**config.mk**
```make
export PLATFORM = sky130hd
export DESIGN_NAME = rpc_power_ctrl
export DESIGN_NICKNAME = d
export VERILOG_FILES = /design/src/include/rpc_pkg.sv /design/src/core/rpc_power_ctrl.sv
export SDC_FILE = /design/constraint.sdc
export NUM_CORES = 1
export LEC_CHECK = 0
export ABC_CLOCK_PERIOD_IN_PS = 7600
export BUFFER_PORTS_ARGS = -buffer_cell sky130_fd_sc_hd__buf_4
export CAP_MARGIN = 20
export CORE_MARGIN = 2
export CORE_UTILIZATION = 55
export CTS_BUF_LIST = sky130_fd_sc_hd__clkbuf_4 sky130_fd_sc_hd__clkbuf_8
export DETAILED_ROUTE_END_ITERATION = 16
export PLACE_DENSITY = 0.71
export SLEW_MARGIN = 20
export SYNTH_ARGS = -nofsm -noshare
export SYNTH_HDL_FRONTEND = slang
export SYNTH_SLANG_ARGS = --single-unit
```
**constraint.sdc**
```tcl
create_clock -name mclk_i -period 7.6 [get_ports mclk_i]
set_input_delay 1.52 -clock mclk_i [delete_from_list [all_inputs] [get_ports mclk_i]]
set_output_delay 1.52 -clock mclk_i [all_outputs]
set_load 0.05 [all_outputs]
```
**src/include/rpc_pkg.sv**
```systemverilog
package rpc_pkg;
   // ==========================================
   // timing
   localparam int unsigned CLK_HZ = 10_000_000;
   localparam real IDLE_TO_SLUMBER_MS = 1.3;
   localparam real SLUMBER_PROBE_MS = 6.0;
   localparam real TOTAL_PROBE_MS = 7.3;
   localparam int unsigned SLUMBER_CYC =
      int'(IDLE_TO_SLUMBER_MS * CLK_HZ / 1000.0);
   localparam int unsigned PROBE_CYC =
      int'(SLUMBER_PROBE_MS * CLK_HZ / 1000.0);
   localparam int unsigned TOTAL_CYC =
      int'(TOTAL_PROBE_MS * CLK_HZ / 1000.0);
   localparam int unsigned DEEP_CYC_DEF = 20_000;
   localparam int unsigned CNT_W = 20;
   localparam logic [CNT_W-1:0] CNT_ZERO = 20'h00000;
   localparam logic [CNT_W-1:0] CNT_ONE = 20'h00001;

   // ==========================================
   // four-level strap codes
   typedef enum logic [1:0] {
      RPC_LVL_LOW = 2'h0,
      RPC_LVL_RES = 2'h1,
      RPC_LVL_FLOAT = 2'h2,
      RPC_LVL_HIGH = 2'h3
   } rpc_lvl_e;

   typedef struct packed {
      rpc_lvl_e flat_gain;
      rpc_lvl_e swing;
      rpc_lvl_e equalizer;
   } rpc_cfg_s;

   // ==========================================
   // channel modes, one-hot
   typedef enum logic [5:0] {
      RPC_ST_PD = 6'h01,
      RPC_ST_PROBE = 6'h02,
      RPC_ST_UNPLUG = 6'h04,
      RPC_ST_DEEP = 6'h08,
      RPC_ST_SLUMBER = 6'h10,
      RPC_ST_ACTIVE = 6'h20
   } rpc_state_e;

   typedef enum logic [1:0] {
      RPC_RIN_50_VDD = 2'h0,
      RPC_RIN_67K_RXBIAS = 2'h1,
      RPC_RIN_67K_GND = 2'h2
   } rpc_rin_e;

   typedef enum logic [1:0] {
      RPC_ROUT_HIZ = 2'h0,
      RPC_ROUT_6K_TXBIAS = 2'h1,
      RPC_ROUT_6K_VDD = 2'h2,
      RPC_ROUT_50_VDD = 2'h3
   } rpc_rout_e;

   typedef struct packed {
      rpc_rin_e rin;
      rpc_rout_e rout;
      logic out_active;
      logic probe_req;
   } rpc_term_s;
endpackage
```
**src/core/rpc_power_ctrl.sv**
```systemverilog
`timescale 1ns/10ps
module rpc_power_ctrl #(
   parameter int unsigned DEEP_CYC = rpc_pkg::DEEP_CYC_DEF
) (
   input wire logic mclk_i,
   input wire logic rst_b_i,
   input wire logic clk_en_i,
   input wire logic chan_enable_i,
   input wire logic far_load_probe_enable_i,
   input wire logic [1:0] sig_detect_i,
   input wire logic [1:0] load_found_i,
   input wire logic [1:0] probe_done_i,
   input wire rpc_pkg::rpc_cfg_s chan_a_sel_i,
   input wire rpc_pkg::rpc_cfg_s chan_b_sel_i,
   output rpc_pkg::rpc_term_s [1:0] term_o,
   output rpc_pkg::rpc_state_e [1:0] state_o,
   output rpc_pkg::rpc_cfg_s chan_a_cfg_o,
   output rpc_pkg::rpc_cfg_s chan_b_cfg_o
);
   // ==========================================
   // pin synchronisers
   logic [5:0] s1_q, s1_d, s2_q, s2_d;
   logic en_s, pe_s;
   logic [1:0] sd_s, ld_s, pd_s;

   always_comb
   begin
      s1_d = {chan_enable_i, far_load_probe_enable_i, sig_detect_i,
              load_found_i};
      s2_d = s1_q;
   end

   always_ff @(posedge mclk_i)
   begin
      if (!rst_b_i)
      begin
         s1_q <= 6'h00;
         s2_q <= 6'h00;
      end
      else if (clk_en_i)
      begin
         s1_q <= s1_d;
         s2_q <= s2_d;
      end
   end

   // probe completion is generated on our clock by the analog sequencer
   assign pd_s = probe_done_i;
   assign {en_s, pe_s, sd_s, ld_s} = s2_q;

   // ==========================================
   // mode to termination
   function automatic rpc_pkg::rpc_term_s term_of(rpc_pkg::rpc_state_e s);
      rpc_pkg::rpc_term_s t;
      t.rin = rpc_pkg::RPC_RIN_50_VDD;
      t.rout = rpc_pkg::RPC_ROUT_50_VDD;
      t.out_active = 1'b0;
      t.probe_req = 1'b0;
      case (s)
         rpc_pkg::RPC_ST_PD:
         begin
            t.rin = rpc_pkg::RPC_RIN_67K_GND;
            t.rout = rpc_pkg::RPC_ROUT_HIZ;
         end
         rpc_pkg::RPC_ST_UNPLUG:
         begin
            t.rin = rpc_pkg::RPC_RIN_67K_RXBIAS;
            t.rout = rpc_pkg::RPC_ROUT_6K_TXBIAS;
            t.probe_req = 1'b1;
         end
         rpc_pkg::RPC_ST_PROBE:
         begin
            t.rout = rpc_pkg::RPC_ROUT_6K_VDD;
            t.probe_req = 1'b1;
         end
         rpc_pkg::RPC_ST_DEEP: t.rout = rpc_pkg::RPC_ROUT_6K_TXBIAS;
         rpc_pkg::RPC_ST_SLUMBER: t.rout = rpc_pkg::RPC_ROUT_6K_VDD;
         rpc_pkg::RPC_ST_ACTIVE: t.out_active = 1'b1;
         default: t.rout = rpc_pkg::RPC_ROUT_HIZ;
      endcase
      return t;
   endfunction

   // ==========================================
   // counters hold at full scale so a long idle never looks short again
   function automatic logic [rpc_pkg::CNT_W-1:0] sat_inc(
      input logic [rpc_pkg::CNT_W-1:0] v);
      return (&v) ? v : v + rpc_pkg::CNT_ONE;
   endfunction

   // ==========================================
   // per-channel machines, no cross terms
   rpc_pkg::rpc_state_e [1:0] st_q, st_d;
   logic [1:0][rpc_pkg::CNT_W-1:0] idle_q, idle_d, per_q, per_d;
   rpc_pkg::rpc_term_s [1:0] term_q, term_d;
   rpc_pkg::rpc_cfg_s cfg_a_q, cfg_b_q;

   always_comb
   begin
      for (int c = 0; c < 2; c++)
      begin
         st_d[c] = st_q[c];
         idle_d[c] = sd_s[c] ? rpc_pkg::CNT_ZERO : sat_inc(idle_q[c]);
         per_d[c] = sat_inc(per_q[c]);
         if (!en_s)
         begin
            st_d[c] = rpc_pkg::RPC_ST_PD;
            per_d[c] = rpc_pkg::CNT_ZERO;
         end
         else
         begin
            case (st_q[c])
               rpc_pkg::RPC_ST_PD:
               begin
                  // restart from detection, or straight to slumber
                  st_d[c] = pe_s ? rpc_pkg::RPC_ST_PROBE
                                 : rpc_pkg::RPC_ST_SLUMBER;
                  per_d[c] = rpc_pkg::CNT_ZERO;
               end
               rpc_pkg::RPC_ST_PROBE:
                  if (!pe_s)
                     st_d[c] = rpc_pkg::RPC_ST_SLUMBER;
                  else if (pd_s[c])
                  begin
                     st_d[c] = ld_s[c] ? rpc_pkg::RPC_ST_SLUMBER
                                       : rpc_pkg::RPC_ST_UNPLUG;
                     per_d[c] = rpc_pkg::CNT_ZERO;
                  end
               rpc_pkg::RPC_ST_UNPLUG:
                  // probing repeats continuously here
                  if (!pe_s || (pd_s[c] && ld_s[c]))
                  begin
                     st_d[c] = rpc_pkg::RPC_ST_SLUMBER;
                     per_d[c] = rpc_pkg::CNT_ZERO;
                  end
               rpc_pkg::RPC_ST_ACTIVE:
                  if (idle_q[c] > rpc_pkg::CNT_W'(rpc_pkg::SLUMBER_CYC))
                  begin
                     st_d[c] = rpc_pkg::RPC_ST_SLUMBER;
                     per_d[c] = rpc_pkg::CNT_ZERO;
                  end
               default: // slumber and deep slumber
               begin
                  if (sd_s[c])
                     st_d[c] = rpc_pkg::RPC_ST_ACTIVE;
                  else if (pe_s && (per_q[c] >=
                           rpc_pkg::CNT_W'(rpc_pkg::PROBE_CYC)))
                     st_d[c] = rpc_pkg::RPC_ST_PROBE;
                  else if (st_q[c] == rpc_pkg::RPC_ST_SLUMBER &&
                           idle_q[c] > rpc_pkg::CNT_W'(DEEP_CYC))
                     st_d[c] = rpc_pkg::RPC_ST_DEEP;
               end
            endcase
         end
         term_d[c] = term_of(st_d[c]);
      end
   end

   always_ff @(posedge mclk_i)
   begin
      if (!rst_b_i)
      begin
         for (int c = 0; c < 2; c++)
         begin
            st_q[c] <= rpc_pkg::RPC_ST_PD;
            idle_q[c] <= rpc_pkg::CNT_ZERO;
            per_q[c] <= rpc_pkg::CNT_ZERO;
            term_q[c] <= term_of(rpc_pkg::RPC_ST_PD);
         end
      end
      else if (clk_en_i)
      begin
         st_q <= st_d;
         idle_q <= idle_d;
         per_q <= per_d;
         term_q <= term_d;
      end
   end

   // ==========================================
   // strap settings, one copy per channel
   // straps are pins too, so they cross two stages like the other pins except probe_done_i
   localparam rpc_pkg::rpc_cfg_s CFG_RST = '{rpc_pkg::RPC_LVL_FLOAT,
      rpc_pkg::RPC_LVL_FLOAT, rpc_pkg::RPC_LVL_FLOAT};
   rpc_pkg::rpc_cfg_s cfg_a_m_q, cfg_a_m_d, cfg_b_m_q, cfg_b_m_d;
   rpc_pkg::rpc_cfg_s cfg_a_d, cfg_b_d;

   always_comb
   begin
      cfg_a_m_d = chan_a_sel_i;
      cfg_b_m_d = chan_b_sel_i;
      cfg_a_d = cfg_a_m_q;
      cfg_b_d = cfg_b_m_q;
   end

   always_ff @(posedge mclk_i)
   begin
      if (!rst_b_i)
      begin
         cfg_a_m_q <= CFG_RST;
         cfg_b_m_q <= CFG_RST;
         cfg_a_q <= CFG_RST;
         cfg_b_q <= CFG_RST;
      end
      else if (clk_en_i)
      begin
         cfg_a_m_q <= cfg_a_m_d;
         cfg_b_m_q <= cfg_b_m_d;
         cfg_a_q <= cfg_a_d;
         cfg_b_q <= cfg_b_d;
      end
   end

   assign term_o = term_q;
   assign state_o = st_q;
   assign chan_a_cfg_o = cfg_a_q;
   assign chan_b_cfg_o = cfg_b_q;
endmodule

```
==> impl_metrics.toml <==
[power]
power.total_mw = 1.477
irDropWorstVdd_uv = 120.0
power_density_nw_per_um2 = 183.6
p_leak_nw = 3.010

[critical_path]
critical_path.cell_chain = "buf_4, clkinv_1, nor2_1, nand2_1, nor2_1, o21ai_0, a31oi_1"
cp.required_ns = 7.96
crit_path_max_incr_delay_ns = 0.72
path_buf_inv = 2
arrival_ns = 4.12
critical_path.max_fanout = 37
critical-path-top-delay-family = "simple AND/OR/NAND/NOR gates"
cp_common_cell = "nor2_1"
path_class = "in -> reg"
cpMaxStageDelayCell = "nor2_1"
critPathLaunchType = "primary input"
cp-end-kind = "register"

[cts]
clkTransAtPathRegs_ns = 0.08
ctsResizeCount = 0
clock_latency_ns = 0.43
cts_tree = "yes"
cts_setup_buffers = 0
cts_sinks = 140
cts_inserted_buffers = 17
clk_path_buf_depth = 2
htree_levels = 4
cts-hold-fix-buffers = 0
root_buffer = "clkbuf_8"

[sta]
worst_slew_pin_slew_ns = 0.9569
whs_ns = 0.4699
grt_setup_unrepaired = "false"
hold_violations = 0
worst_slack_ns = 3.839
tns_ns = 0
slew_headroom_pct = 36.20
slew_viol_final = 0
finalSetupViolCount = 0
timing.fmax_mhz = 265.9
period_share_pct = 49.49
post-route-min-period_ns = 3.761
skew_ns = 0.01126

[yosys]
syn-cell-area_um2 = 7158
synth-edff-count = 0
ys_warn_count = 0
netlist_instances = 890
synth.avg_cell_area_um2 = 8.043
ys.flop_type = "dfxtp_1"
synth.distinct_cells = 73
synth_fp_nets = 921
yosysSeqAreaShare_pct = 39.15
ys_ff_latch = 140
synthArstFlopShare_pct = 0

[finish]
fin_util_pct = 63.51
final_cells = 1105
nNetsFinal = 953
antenna_cells = 0
area_delta_synth_final_pct = 12.43
drive_above_1_share_pct = 11.79
finalInstanceArea_um2 = 8048

[detailed_routing]
wl_um = 17290
vias = 6679
via_per_inst = 6.044
final_antenna_net_count = 0
routedWlPerCell_um = 15.65
drt_iter0_markers = 685
dr.pass1.iters = 12
drc = 1

[die]
die_w_um = 118.1
die_y_um = 118.1
start_util_pct = 56.49
io_pins = 59
die-area_um2 = 13940
core.rowCount = 41
core_area_um2 = 12670

[outcome]
status = "complete, but fails checks"
violations = "DRC"

[placed_design]
post_dp_cell_area_um2 = 7640
place_inst = 1075
pre_cts_ws_ns = 3.433
gp_congestion = 0.9073
port_buffers = 58
dp_hpwl_um = 11750

[global_route]
grt_pass1_wl_um = 28700
grt_overflow = 0
grt_pass1_vias = 6064
grt_start_max_net_pins = 40
grt_usage_pct = 24.71
antenna_found_initial = 0

[job]
max-cap-violations = 0

[min_path]
hold_path.class = "reg -> reg"
-- where the power goes --
group	switching (mW)	internal, mW
combinational	0.0677	0.0403
sequential	0.0135	0.746
clock	0.267	0.343
-- cell families after synthesis --
kind of cell | after synthesis | share of synthesized area, %
AND/OR/NAND/NOR | 393 | 26.87
multiplexers | 41 | 5.733
AO/OA/AOI/OAI | 205 | 19.05
flip-flops | 140 | 39.15
XOR/XNOR | 32 | 3.915
buffers and inverters | 71 | 3.880
adder cells (fa/ha/maj) | 8 | 1.398
-- cell usage in the layout, fill, tap and decap left out, types with 5 or more instances in the layout --
cell	count
a211o_1	5
and3_1	19
nand2b_1	9
and2_1	5
ha_1	8
clkbuf_8	22
nand2_1	103
dfxtp_1	140
nor3_1	29
o21ai_0	53
nor3b_1	5
xnor2_1	9
inv_1	21
nor2_1	107
a21oi_1	49
xor2_1	23
a211oi_1	9
nand3_1	34
o31ai_1	5
a31oi_1	24
mux2i_1	41
nand4_1	21
and4_1	5
buf_4	61
or4_1	8
o211ai_1	6
or3_1	22
-- metal layers --
layer  GRT usage (%)  part of all wire (%)  up-vias
li1                -                     -     3286
met1           32.67                    46     3169
met2           39.74                    46      197
met3           6.831                   6.2       27
met4           6.476                   1.5        0
met5               0                     0        -
-- Yosys cell counts (5+ instances only) --
library cell    n  area [um2]
mux2i_1        41       410.4
nand2b_1        9       56.30
buf_2           8       40.04
nand3_1        34       170.2
o31ai_1         5       37.54
xor2_1         23       201.4
o21ai_0        53       265.3
nand4_1        21       131.4
a211oi_1        9       67.56
or3_1          22       137.6
ha_1            8       100.1
and2_1          5       31.28
a31oi_1        24       150.1
nor2_1        107       401.6
and3_1         19       118.9
o211ai_1        6       45.04
or4_1           8       60.06
inv_1          22       82.58
xnor2_1         9       78.83
and4_1          5       43.79
nor3b_1         5       37.54
nand2_1       103       386.6
nor3_1         29       145.1
clkbuf_1       35       131.4
dfxtp_1       140        2803
a21oi_1        49       245.2
a211o_1         5       43.79
-- sequential cells by signal (all words and copies together) (netlist names) --
register	count
cfg_b_d	6
chan_b_cfg_o	6
s1_q	6
s2_q	6
state_o	12
term_o	12
idle_q	40
chan_a_cfg_o	6
per_q	40
cfg_a_d	6
-- worst paths after layout --
| kind | from | to | slack, ns | cells past startpoint |
|---|---|---|---|---|
| min reg2reg | term_o[4] | term_o[4] | 0.47 | 1 |
| max reg2reg | idle_q[32] | per_q[22] | 4.36 | 8 |
| min | term_o[4] | term_o[4] | 0.47 | 1 |
| max | clk_en_i | per_q[15] | 3.84 | 7 |
-- area by class of cell --
cell class              count  area (um2)
inverters                  23       86.33
well taps                 172       215.2
repair buffers             61       457.9
clock inverters             5       82.58
multi-input cells         679        4078
clock buffers              25       325.3
fillers                  1157        4623
flip-flops and latches    140        2803
Power figures use the tool's default switching activity.
